File: src/gpio_pkg.sv
// Constants shared by the parallel port block and its port slice.
`default_nettype none
package gpio_pkg;
    // Register indices; byte address is four times the index.
    localparam logic [3:0] IDX_PORT_A = 4'h0;
    localparam logic [3:0] IDX_PORT_B = 4'h1;
    localparam logic [3:0] IDX_PORT_C = 4'h2;
    localparam logic [3:0] IDX_PORT_D = 4'h3;
    localparam logic [3:0] IDX_DIR_A  = 4'h4;
    localparam logic [3:0] IDX_DIR_B  = 4'h5;
    localparam logic [3:0] IDX_DIR_C  = 4'h6;
    localparam logic [3:0] IDX_CTRL   = 4'h7;
    localparam logic [3:0] IDX_CONV   = 4'h9;
    // Address slicing of the word index.
    localparam int IDX_LSB = 2;
    localparam int IDX_MSB = 5;
    // Widths and bit positions.
    localparam int PORT_W      = 8;
    localparam int CLKOUT_BIT  = 3;
    localparam int CONV_ON_BIT = 5;
    localparam int PC2_BIT     = 2;
    // Reset values and other zero constants.
    localparam logic [7:0]  DIR_RESET   = 8'h00;
    localparam logic [7:0]  RDATA_RESET = 8'h00;
    localparam logic [7:0]  BYTE_ZERO   = 8'h00;
    localparam logic [23:0] RDATA_PAD   = 24'h000000;
    localparam logic [25:0] ADDR_HI_ZERO = 26'h0000000;
    // AHB-Lite encodings.
    localparam int         HTRANS_ACTIVE_BIT = 1;
    localparam logic [2:0] HSIZE_WORD = 3'h2;
    localparam logic       HRESP_OKAY = 1'b0;
endpackage : gpio_pkg
`default_nettype wire

File: src/gpio_port_bits.sv
// One 8-bit bidirectional port: data latch, direction, pin sampling.
`timescale 1ns/1ps
`default_nettype none
module gpio_port_bits (
    // Clock and reset.
    input  wire logic                      clk,
    input  wire logic                      reset,
    // Pin side.
    input  wire logic [gpio_pkg::PORT_W-1:0] pin_in,
    output logic      [gpio_pkg::PORT_W-1:0] pin_out,
    output logic      [gpio_pkg::PORT_W-1:0] pin_oe,
    // Register side.
    input  wire logic [gpio_pkg::PORT_W-1:0] force_dir,
    input  wire logic                      write_latch,
    input  wire logic                      write_dir,
    input  wire logic [gpio_pkg::PORT_W-1:0] wdata,
    output logic      [gpio_pkg::PORT_W-1:0] dir_value,
    output logic      [gpio_pkg::PORT_W-1:0] read_value
);
    import gpio_pkg::*;

    typedef struct packed {
        logic [PORT_W-1:0] latch;
        logic [PORT_W-1:0] dir;
        logic [PORT_W-1:0] sync1;
        logic [PORT_W-1:0] sync2;
    } port_state_s;

    port_state_s state_reg;
    port_state_s state_next;
    logic [PORT_W-1:0] eff_dir;

    // Per bit, an output reads its latch and an input reads its pin.
    function automatic logic [PORT_W-1:0] pick_read(
        input logic [PORT_W-1:0] sel,
        input logic [PORT_W-1:0] latch,
        input logic [PORT_W-1:0] pin);
        pick_read = (sel & latch) | (~sel & pin);
    endfunction : pick_read

    ////////////////////////////////////////////////////////////////////
    // Next state. The latch is deliberately not reset, so software can
    // preload it across a reset before it turns pins into outputs.
    always_comb begin
        state_next       = state_reg;
        state_next.sync1 = pin_in;
        state_next.sync2 = state_reg.sync1;
        if (write_latch) begin
            state_next.latch = wdata; // RL6 RL7
        end
        if (write_dir) begin
            state_next.dir = wdata; // RL5
        end
        if (reset) begin
            state_next.dir = DIR_RESET; // RL3 RL4
        end
    end

    // State register.
    always_ff @(posedge clk) begin
        state_reg <= state_next;
    end

    ////////////////////////////////////////////////////////////////////
    // Pin drive and processor read path.
    assign eff_dir    = state_reg.dir | force_dir;
    assign pin_oe     = eff_dir; // RL2
    assign pin_out    = state_reg.latch;
    assign dir_value  = state_reg.dir;
    assign read_value = pick_read(eff_dir, state_reg.latch,
                                  state_reg.sync2); // RL8 RL9

    ////////////////////////////////////////////////////////////////////
    // Checks.
    property p_dir_cleared;
        @(posedge clk) reset |=> (dir_value == DIR_RESET);
    endproperty
    a_dir_cleared: assert property (p_dir_cleared) // RL3
        else $error("direction not cleared by reset");

    // The latch may still be unknown before its first write, so the
    // comparison is exact rather than logical.
    property p_latch_kept;
        @(posedge clk) (reset && !write_latch) |=>
            (pin_out === $past(pin_out));
    endproperty
    a_latch_kept: assert property (p_latch_kept) // RL4
        else $error("reset disturbed the data latch");

    property p_dir_drives;
        @(posedge clk) disable iff (reset)
        write_dir |=> ((pin_oe & ~force_dir) ==
                       ($past(wdata) & ~force_dir));
    endproperty
    a_dir_drives: assert property (p_dir_drives) // RL2
        else $error("pin enable does not follow direction write");

    property p_write_input;
        @(posedge clk) disable iff (reset)
        (write_latch && !write_dir) |=>
            (((pin_oe & ~force_dir) == ($past(dir_value) & ~force_dir)) &&
             pin_out == $past(wdata));
    endproperty
    a_write_input: assert property (p_write_input) // RL6
        else $error("latch write changed direction");

    property p_write_output;
        @(posedge clk) disable iff (reset)
        write_latch |=> (pin_out == $past(wdata));
    endproperty
    a_write_output: assert property (p_write_output) // RL7
        else $error("latch write not driven to pin");

    property p_read_input;
        @(posedge clk) disable iff (reset)
        1'b1 ##2 1'b1 |-> ((read_value & ~pin_oe) ==
                           ($past(pin_in, 2) & ~pin_oe));
    endproperty
    a_read_input: assert property (p_read_input) // RL8
        else $error("input bit does not read the pin");

    property p_read_output;
        @(posedge clk) disable iff (reset)
        (read_value & pin_oe) === (pin_out & pin_oe);
    endproperty
    a_read_output: assert property (p_read_output) // RL9
        else $error("output bit does not read the latch");
endmodule : gpio_port_bits
`default_nettype wire

File: src/gpio_ports.sv
// Parallel I/O ports A, B, C and input-only port D on AHB-Lite.
//
// Behaviour
// RL1 - Three 8-bit bidirectional ports plus one 8-bit input-only port.
// RL2 - A pin drives when its direction bit is one, else it is input.
// RL3 - Reset clears every direction register, so all pins start as inputs.
// RL4 - Reset leaves the output data latches untouched.
// RL5 - Direction registers are writable and read back the last value.
// RL6 - Data write on an input bit only loads the latch.
// RL7 - Data write on an output bit loads the latch and drives the pin.
// RL8 - Reading an input bit returns the sampled pin level.
// RL9 - Reading an output bit returns the latch, not the pin.
// RL10 - Clock-out enable puts the bus clock on port C pin two.
// RL11 - Clock-out affects only port C pin two.
// RL12 - Clock-out enable is bit 3 of control; bits 7 to 4 read zero.
// RL13 - Reset clears clock-out enable; low-power states keep it.
// RL14 - The input-only port has no direction and always reads its pins.
// RL15 - With the converter on, the shared pins feed the analog inputs.
// RL16 - Reset turns the converter off, making the shared port digital.
// RL17 - Software loads the latch before setting direction bits.
// RL18 - Software avoids reading the shared port during a conversion.
// RL19 - Converter-on is bit 5 of the converter register, selecting use.
// RL20 - The pin-two clock follows the bus clock without runt pulses.
//
// Added by the designer: the AHB-Lite slave port.
`timescale 1ns/1ps
`default_nettype none
module gpio_ports (
    // Clock and reset.
    input  wire logic                        clk,
    input  wire logic                        reset,
    // AHB-Lite slave.
    input  wire logic                        hsel,
    input  wire logic [31:0]                 haddr,
    input  wire logic [1:0]                  htrans,
    input  wire logic                        hwrite,
    input  wire logic [2:0]                  hsize,
    input  wire logic                        hready,
    input  wire logic [31:0]                 hwdata,
    output logic      [31:0]                 hrdata,
    output logic                             hreadyout,
    output logic                             hresp,
    // Port A pins.
    input  wire logic [gpio_pkg::PORT_W-1:0] port_a_in,
    output logic      [gpio_pkg::PORT_W-1:0] port_a_out,
    output logic      [gpio_pkg::PORT_W-1:0] port_a_oe,
    // Port B pins.
    input  wire logic [gpio_pkg::PORT_W-1:0] port_b_in,
    output logic      [gpio_pkg::PORT_W-1:0] port_b_out,
    output logic      [gpio_pkg::PORT_W-1:0] port_b_oe,
    // Port C pins.
    input  wire logic [gpio_pkg::PORT_W-1:0] port_c_in,
    output logic      [gpio_pkg::PORT_W-1:0] port_c_out,
    output logic      [gpio_pkg::PORT_W-1:0] port_c_oe,
    // Shared input-only pins and converter steering.
    input  wire logic [gpio_pkg::PORT_W-1:0] shared_input_pins,
    output logic                             converter_analog_select,
    output logic                             shared_digital_enable
);
    import gpio_pkg::*;

    typedef enum logic [2:0] {
        BUS_IDLE = 3'b001,
        BUS_WAIT = 3'b010,
        BUS_DONE = 3'b100
    } bus_state_e;

    typedef struct packed {
        bus_state_e        bus;
        logic              pend_write;
        logic              pend_ok;
        logic [3:0]        pend_idx;
        logic [PORT_W-1:0] rdata;
        logic              clock_out_enable;
        logic              converter_on;
        logic              clk_out_active;
        logic              internal_bus_clock;
        logic [PORT_W-1:0] d_sync1;
        logic [PORT_W-1:0] d_sync2;
    } top_state_s;

    top_state_s        state_reg;
    top_state_s        state_next;
    logic              take;
    logic              access;
    logic [PORT_W-1:0] wbyte;
    logic [PORT_W-1:0] pc2_mask;
    logic [PORT_W-1:0] c_latch;
    logic [PORT_W-1:0] rd_a;
    logic [PORT_W-1:0] rd_b;
    logic [PORT_W-1:0] rd_c;
    logic [PORT_W-1:0] dir_a;
    logic [PORT_W-1:0] dir_b;
    logic [PORT_W-1:0] dir_c;
    logic              wr_a_data;
    logic              wr_b_data;
    logic              wr_c_data;
    logic              wr_a_dir;
    logic              wr_b_dir;
    logic              wr_c_dir;

    // True when the pending access is a valid write to the given index.
    function automatic logic write_hit(input top_state_s s,
                                       input logic [3:0] idx);
        write_hit = s.bus == BUS_WAIT && s.pend_write && s.pend_ok &&
                    s.pend_idx == idx;
    endfunction : write_hit

    ////////////////////////////////////////////////////////////////////
    // Bus decode. Only word transfers at the low register indices are
    // mapped; anything else reads zero, ignores writes, answers OKAY.
    assign take   = hsel && htrans[HTRANS_ACTIVE_BIT] && hready;
    assign access = hsize == HSIZE_WORD &&
                    haddr[31:IDX_MSB+1] == ADDR_HI_ZERO &&
                    haddr[1:0] == 2'h0;
    assign wbyte  = hwdata[PORT_W-1:0];

    // Register write strobes into the three port slices.
    assign wr_a_data = write_hit(state_reg, IDX_PORT_A);
    assign wr_b_data = write_hit(state_reg, IDX_PORT_B);
    assign wr_c_data = write_hit(state_reg, IDX_PORT_C);
    assign wr_a_dir  = write_hit(state_reg, IDX_DIR_A);
    assign wr_b_dir  = write_hit(state_reg, IDX_DIR_B);
    assign wr_c_dir  = write_hit(state_reg, IDX_DIR_C);

    ////////////////////////////////////////////////////////////////////
    // Next state. One wait cycle lets a write land before any read that
    // follows it back to back, at the cost of one cycle per transfer.
    always_comb begin
        state_next = state_reg;
        // Internal bus clock: half the system clock, from a flop.
        state_next.internal_bus_clock = ~state_reg.internal_bus_clock;
        // Switch the pin only as the bus clock falls: no runt pulses.
        if (state_reg.internal_bus_clock) begin
            state_next.clk_out_active = state_reg.clock_out_enable; // RL20
        end
        // Shared input pins pass two flops before anything reads them.
        state_next.d_sync1 = shared_input_pins;
        state_next.d_sync2 = state_reg.d_sync1;
        case (state_reg.bus)
            BUS_IDLE, BUS_DONE: begin
                if (take) begin
                    state_next.bus        = BUS_WAIT;
                    state_next.pend_write = hwrite;
                    state_next.pend_ok    = access;
                    state_next.pend_idx   = haddr[IDX_MSB:IDX_LSB];
                end else begin
                    state_next.bus = BUS_IDLE;
                end
            end
            BUS_WAIT: begin
                state_next.bus   = BUS_DONE;
                state_next.rdata = RDATA_RESET;
                if (state_reg.pend_ok && state_reg.pend_write) begin
                    if (state_reg.pend_idx == IDX_CTRL) begin
                        state_next.clock_out_enable =
                            wbyte[CLKOUT_BIT]; // RL10 RL12
                    end
                    if (state_reg.pend_idx == IDX_CONV) begin
                        state_next.converter_on =
                            wbyte[CONV_ON_BIT]; // RL19
                    end
                end else if (state_reg.pend_ok) begin
                    case (state_reg.pend_idx)
                        IDX_PORT_A: state_next.rdata = rd_a;
                        IDX_PORT_B: state_next.rdata = rd_b;
                        IDX_PORT_C: state_next.rdata = rd_c; // RL10
                        IDX_PORT_D: begin
                            state_next.rdata = state_reg.d_sync2; // RL14
                        end
                        IDX_DIR_A:  state_next.rdata = dir_a; // RL5
                        IDX_DIR_B:  state_next.rdata = dir_b;
                        IDX_DIR_C:  state_next.rdata = dir_c;
                        IDX_CTRL: begin
                            state_next.rdata[CLKOUT_BIT] =
                                state_reg.clock_out_enable; // RL12
                        end
                        IDX_CONV: begin
                            state_next.rdata[CONV_ON_BIT] =
                                state_reg.converter_on;
                        end
                        default: state_next.rdata = RDATA_RESET;
                    endcase
                end
            end
            default: state_next.bus = BUS_IDLE;
        endcase
        // Reset: control bits cleared, data latches left alone.
        if (reset) begin
            state_next.bus                = BUS_IDLE;
            state_next.pend_write         = 1'b0;
            state_next.pend_ok            = 1'b0;
            state_next.pend_idx           = IDX_PORT_A;
            state_next.rdata              = RDATA_RESET;
            state_next.clock_out_enable   = 1'b0; // RL13
            state_next.converter_on       = 1'b0; // RL16
            state_next.clk_out_active     = 1'b0;
            state_next.internal_bus_clock = 1'b0;
        end
    end

    // State register.
    always_ff @(posedge clk) begin
        state_reg <= state_next;
    end

    ////////////////////////////////////////////////////////////////////
    // Bus outputs.
    assign hreadyout = state_reg.bus != BUS_WAIT;
    assign hresp     = HRESP_OKAY;
    assign hrdata    = {RDATA_PAD, state_reg.rdata};

    ////////////////////////////////////////////////////////////////////
    // The three bidirectional ports. Only port C sees a forced bit.
    assign pc2_mask = PORT_W'(state_reg.clk_out_active) << PC2_BIT; // RL11

    gpio_port_bits u_port_a (
        .clk         (clk),
        .reset       (reset),
        .pin_in      (port_a_in),
        .pin_out     (port_a_out),
        .pin_oe      (port_a_oe),
        .force_dir   (BYTE_ZERO),
        .write_latch (wr_a_data),
        .write_dir   (wr_a_dir),
        .wdata       (wbyte),
        .dir_value   (dir_a),
        .read_value  (rd_a)
    ); // RL1

    gpio_port_bits u_port_b (
        .clk         (clk),
        .reset       (reset),
        .pin_in      (port_b_in),
        .pin_out     (port_b_out),
        .pin_oe      (port_b_oe),
        .force_dir   (BYTE_ZERO),
        .write_latch (wr_b_data),
        .write_dir   (wr_b_dir),
        .wdata       (wbyte),
        .dir_value   (dir_b),
        .read_value  (rd_b)
    );

    gpio_port_bits u_port_c (
        .clk         (clk),
        .reset       (reset),
        .pin_in      (port_c_in),
        .pin_out     (c_latch),
        .pin_oe      (port_c_oe),
        .force_dir   (pc2_mask),
        .write_latch (wr_c_data),
        .write_dir   (wr_c_dir),
        .wdata       (wbyte),
        .dir_value   (dir_c),
        .read_value  (rd_c)
    );

    // Pin two carries the bus clock while clock-out is active.
    assign port_c_out = (c_latch & ~pc2_mask) |
        (pc2_mask & {PORT_W{state_reg.internal_bus_clock}}); // RL10

    ////////////////////////////////////////////////////////////////////
    // Converter steering of the shared pins. The digital read path stays
    // usable either way; reading during a conversion only costs accuracy.
    assign converter_analog_select = state_reg.converter_on; // RL15
    assign shared_digital_enable   = ~state_reg.converter_on; // RL16

    ////////////////////////////////////////////////////////////////////
    // Checks.
    property p_clkout_reset;
        @(posedge clk) reset |=> (!state_reg.clock_out_enable &&
                                  !state_reg.clk_out_active);
    endproperty
    a_clkout_reset: assert property (p_clkout_reset) // RL13
        else $error("reset did not clear clock-out");

    property p_conv_reset;
        @(posedge clk) reset |=> (!converter_analog_select &&
                                  shared_digital_enable);
    endproperty
    a_conv_reset: assert property (p_conv_reset) // RL16
        else $error("reset did not turn converter off");

    property p_ctrl_read;
        @(posedge clk) disable iff (reset)
        (state_reg.bus == BUS_WAIT && !state_reg.pend_write &&
         state_reg.pend_ok && state_reg.pend_idx == IDX_CTRL) |=>
            (hrdata[31:CLKOUT_BIT+1] == 28'h0000000 &&
             hrdata[CLKOUT_BIT] == $past(state_reg.clock_out_enable));
    endproperty
    a_ctrl_read: assert property (p_ctrl_read) // RL12
        else $error("control read value wrong");

    property p_clkout_on;
        @(posedge clk) disable iff (reset)
        state_reg.clock_out_enable [*3] |->
            (port_c_oe[PC2_BIT] &&
             port_c_out[PC2_BIT] == state_reg.internal_bus_clock);
    endproperty
    a_clkout_on: assert property (p_clkout_on) // RL10
        else $error("pin two does not carry the bus clock");

    property p_clkout_only_pc2;
        @(posedge clk) disable iff (reset)
        ((port_c_oe & ~pc2_mask) == (dir_c & ~pc2_mask)) &&
        ((port_c_out & ~pc2_mask) === (c_latch & ~pc2_mask));
    endproperty
    a_clkout_only_pc2: assert property (p_clkout_only_pc2) // RL11
        else $error("clock-out disturbed other port C pins");

    property p_clkout_switch;
        @(posedge clk) disable iff (reset)
        $changed(state_reg.clk_out_active) |->
            !state_reg.internal_bus_clock;
    endproperty
    a_clkout_switch: assert property (p_clkout_switch) // RL20
        else $error("clock-out switched mid phase");

    property p_bus_clock_runs;
        @(posedge clk) disable iff (reset)
        !reset |=> (state_reg.internal_bus_clock !=
                    $past(state_reg.internal_bus_clock));
    endproperty
    a_bus_clock_runs: assert property (p_bus_clock_runs) // RL20
        else $error("bus clock stalled");

    property p_conv_write;
        @(posedge clk) disable iff (reset)
        write_hit(state_reg, IDX_CONV) |=>
            (converter_analog_select == $past(wbyte[CONV_ON_BIT]));
    endproperty
    a_conv_write: assert property (p_conv_write) // RL15
        else $error("converter select not updated");

    property p_dir_readback;
        @(posedge clk) disable iff (reset)
        wr_a_dir |=> (dir_a == $past(wbyte));
    endproperty
    a_dir_readback: assert property (p_dir_readback) // RL5
        else $error("direction register lost write");

    property p_port_d_read;
        @(posedge clk) disable iff (reset)
        (state_reg.bus == BUS_WAIT && !state_reg.pend_write &&
         state_reg.pend_ok && state_reg.pend_idx == IDX_PORT_D) |=>
            (hrdata[PORT_W-1:0] == $past(shared_input_pins, 3));
    endproperty
    a_port_d_read: assert property (p_port_d_read) // RL14
        else $error("shared port read wrong");
endmodule : gpio_ports
`default_nettype wire

File: config.mk
export PLATFORM = sky130hd
export DESIGN_NAME = gpio_ports
export DESIGN_NICKNAME = d
export VERILOG_FILES = /design/src/gpio_pkg.sv /design/src/gpio_port_bits.sv /design/src/gpio_ports.sv
export SDC_FILE = /design/constraint.sdc
export NUM_CORES = 1
export LEC_CHECK = 0
export BUFFER_PORTS_ARGS = -buffer_cell sky130_fd_sc_hd__buf_2
export CAP_MARGIN = 10
export CORE_MARGIN = 10
export CORE_UTILIZATION = 49
export CTS_BUF_LIST = sky130_fd_sc_hd__clkbuf_16
export DETAILED_ROUTE_END_ITERATION = 8
export GPL_TIMING_DRIVEN = 1
export PLACE_DENSITY = 0.82
export REMOVE_ABC_BUFFERS = 1
export SLEW_MARGIN = 20
export SYNTH_ARGS = -nofsm -noshare
export SYNTH_HDL_FRONTEND = slang
export SYNTH_SLANG_ARGS = --single-unit
export TNS_END_PERCENT = 5
File: constraint.sdc
create_clock -name clk -period 2.73 [get_ports clk]
set_input_delay 0.1365 -clock clk [delete_from_list [all_inputs] [get_ports clk]]
set_output_delay 0.1365 -clock clk [all_outputs]
set_load 0.01 [all_outputs]
==> impl_metrics.csv <==
group,metric,value,unit
clock_network,cts.clk_slew.worst_paths,60,ps
run_status,run_status,"completed",
layout,area_growth_syn_to_layout,27.9,%
timing,final.period_utilization,80.9,%
routing,final_antenna_net_count,0,
timing,number_of_failing_setup_endpoints_in_the_final_timing_report,0,
clock_network,post_cts_resized,0,
layout,layout.filler_cells,747,
grt,groute.usage.overall,18.2,%
place,buffer_ports.inserted,139,
layout,register_area,0.00290,sq mm
routing,drt_iter0_markers,312,
clock_network,post_cts_buffers,0,
die,core_region_area,0.0102,sq mm
worst_setup_path,cp_common_cell,"nor2_1",
clock_network,clock-root-buffer,"clkbuf_16",
timing,fin_setup_tns,0,ps
worst_setup_path,cp_slowest_cell,"nor2_1",
timing,slew-limit-headroom,26.4,%
clock_network,worstSkewPairLatency,420,ps
timing,final.setup_skew,8.28,ps
logic_synthesis,synth-edff-count,24,
grt,grt_pass1_vias,3863,
routing,wire_per_inst,18.1,um
layout,drive_gt1_share,30.3,%
die,rows,37,
timing,worst-slew-pin-transition,1100,ps
worst_setup_path,timing.critical_path.arrival,2240,ps
logic_synthesis,synth_async_sr_flop_share,0,%
routing,drt_drc_violations_left,0,
logic_synthesis,synth.lib_cells_used.distinct,49,
place,gpl.final_weighted_congestion,0.881,
pwr,powerDensity,702,mW/mm^2
min_path,hold_path_class,"primary input to register",
pwr,leakagePower,2.67,nW
die,die_h,122,um
grt,grt_overflow_total,0,
routing,drt-total-wl,13.7,mm
layout,insertedDiodeCount,0,
die,pin_count,190,
logic_synthesis,yosysWarnings,0,
grt,grt_first_pass_wirelength,20.7,mm
timing,hold_violations,0,
layout,multi_input_comb_area,0.00158,sq mm
place,dpl_cell_area,0.00545,sq mm
run,timing.max_cap.violations,0,
clock_network,cts_tree,"built",
logic_synthesis,yosys_most_used_dff,"dfxtp_1",
worst_setup_path,crit_path_max_fanout,12,
pwr,vdd_drop_max,566,uV
clock_network,numCtsBuffers,17,
pwr,design_power_total,4.56,mW
worst_setup_path,delay_contributed_by_the_slowest_stage_of_the_critical_path,900,ps
logic_synthesis,post_synth_instance_area,0.00507,sq mm
layout,post_route_cell_area,0.00649,sq mm
worst_setup_path,endpoint_kind,"register",
clock_network,clockBufferDepth,2,
worst_setup_path,worstSetupStartpointType,"register",
layout,mostFrequentLayoutCells,"139 x buf_2, 109 x dfxtp_1, 43 x dlygate4sd3_1",
place,hpwl,9.77,mm
layout,layout.cells.most_common,"buf_2",
logic_synthesis,synth_instances,470,
timing,post-route-min-period,2210,ps
worst_setup_path,timing.setup.critical_path_class,"register to register",
layout,largest_reg_flops,19,
logic_synthesis,yosysSeqAreaShare,57.2,%
clock_network,cts_htree_levels,4,
timing,drv_slew,0,
worst_setup_path,timing.critical_path.required,2760,ps
routing,number_of_vias_per_cell,5.06,
layout,fin_nets,716,
logic_synthesis,synth_area_per_cell,10.8,sq um
grt,antenna_found_initial,0,
timing,rsz0062_at_grt,"no",
die,die_area,0.0148,sq mm
routing,drt_first_pass_iters,5,
timing,hold_worst_slack,16.6,ps
die,fp.dieW,122,um
timing,fmaxAchievable,453,MHz
logic_synthesis,synth-seq-cells,133,
grt,pin_count_of_the_biggest_net_entering_global_routing,38,
worst_setup_path,path_delay_family,"simple AND/OR/NAND/NOR gates",
worst_setup_path,crit_buf_inv,1,
routing,num_vias,3841,
worst_setup_path,crit_path_cell_trace,"buf_4, nor2_1, nand2_1, nor2_1",
die,initial_utilization,49.8,%
clock_network,numClockSinks,133,
-- worst paths after layout --
path / from / to / slack, ps / cells after the start
hold / removal: hwdata[5] / u_port_b.pin_out[5]$_DFFE_PP_ / 20 / 1
hold reg to reg: u_port_c.state_next[4]$_DFF_P_ / u_port_c.state_reg[4]$_DFF_P_ / 320 / 0
setup reg to reg: state_reg[31]$_SDFFE_PP0P_ / u_port_a.pin_out[5]$_DFFE_PP_ / 520 / 4
setup / recovery: state_reg[31]$_SDFFE_PP0P_ / u_port_a.pin_out[5]$_DFFE_PP_ / 520 / 4
-- report_power, final --
group / internal [mW] / switching (mW) / total [mW]
Combinational: 0.114 / 0.108 / 0.222
Sequential: 2.05 / 0.0223 / 2.07
Clock: 1.43 / 0.835 / 2.26
Total: 3.59 / 0.965 / 4.56
-- cell families after synthesis --
| family | after synthesis | share of synthesized area (%) |
|---|---|---|
| flip-flops | 133 | 57.2 |
| AND/OR/NAND/NOR | 129 | 12.9 |
| buffers and inverters | 101 | 13.4 |
| AO/OA/AOI/OAI | 64 | 8.12 |
| multiplexers | 41 | 8.12 |
| XOR/XNOR | 1 | 0.173 |
| other | 1 | 0.0739 |
-- synthesized netlist by cell type (all sizes together) (3+ instances only) --
master | instances | area (sq um)
nor2b | 3 | 18.8
dfxtp | 109 | 2180
inv | 5 | 18.8
nor4 | 10 | 83.8
nor2 | 40 | 150
o22ai | 5 | 31.3
nand2b | 4 | 25.0
a21oi | 23 | 115
buf | 84 | 616
nand3 | 6 | 42.5
nand2 | 42 | 158
nor3 | 9 | 45.0
clkbuf | 12 | 46.3
o21ai | 8 | 40.0
a2bb2oi | 4 | 35.0
edfxtp | 24 | 721
mux2i | 40 | 400
a22oi | 8 | 60.1
-- routing by layer --
metal / vias up / share of wire [%] / GRT usage (%)
li1: 1815 / - / -
met1: 1751 / 37 / 19.6
met2: 247 / 48 / 29.9
met3: 28 / 12 / 8.56
met4: 0 / 2.6 / 7.82
met5: - / 0 / 0
-- layout make-up --
cell class	instances	area share, %
multi-input combinational	260	24.3
tap	136	2.62
sequential	133	44.7
clock inverter	10	0.925
timing repair buffer	193	18.6
clock buffer	22	8.48
inverter	5	0.289
-- repair_timing --
action                                 in CTS  in global routing
setup endpoints to repair                   0                  0
endpoints found under the hold margin      55                  0
hold buffers                               43                  0
-- per-stage QoR --
stage,cells,worst slack [ps],util (%)
floorplan,398,480,-
global placement,684,603,53.5
detailed placement,684,590,53.5
CTS,759,540,63.7
global route,759,429,63.7
finish,759,521,63.7
Note: power is estimated with default switching activity, not from simulation.
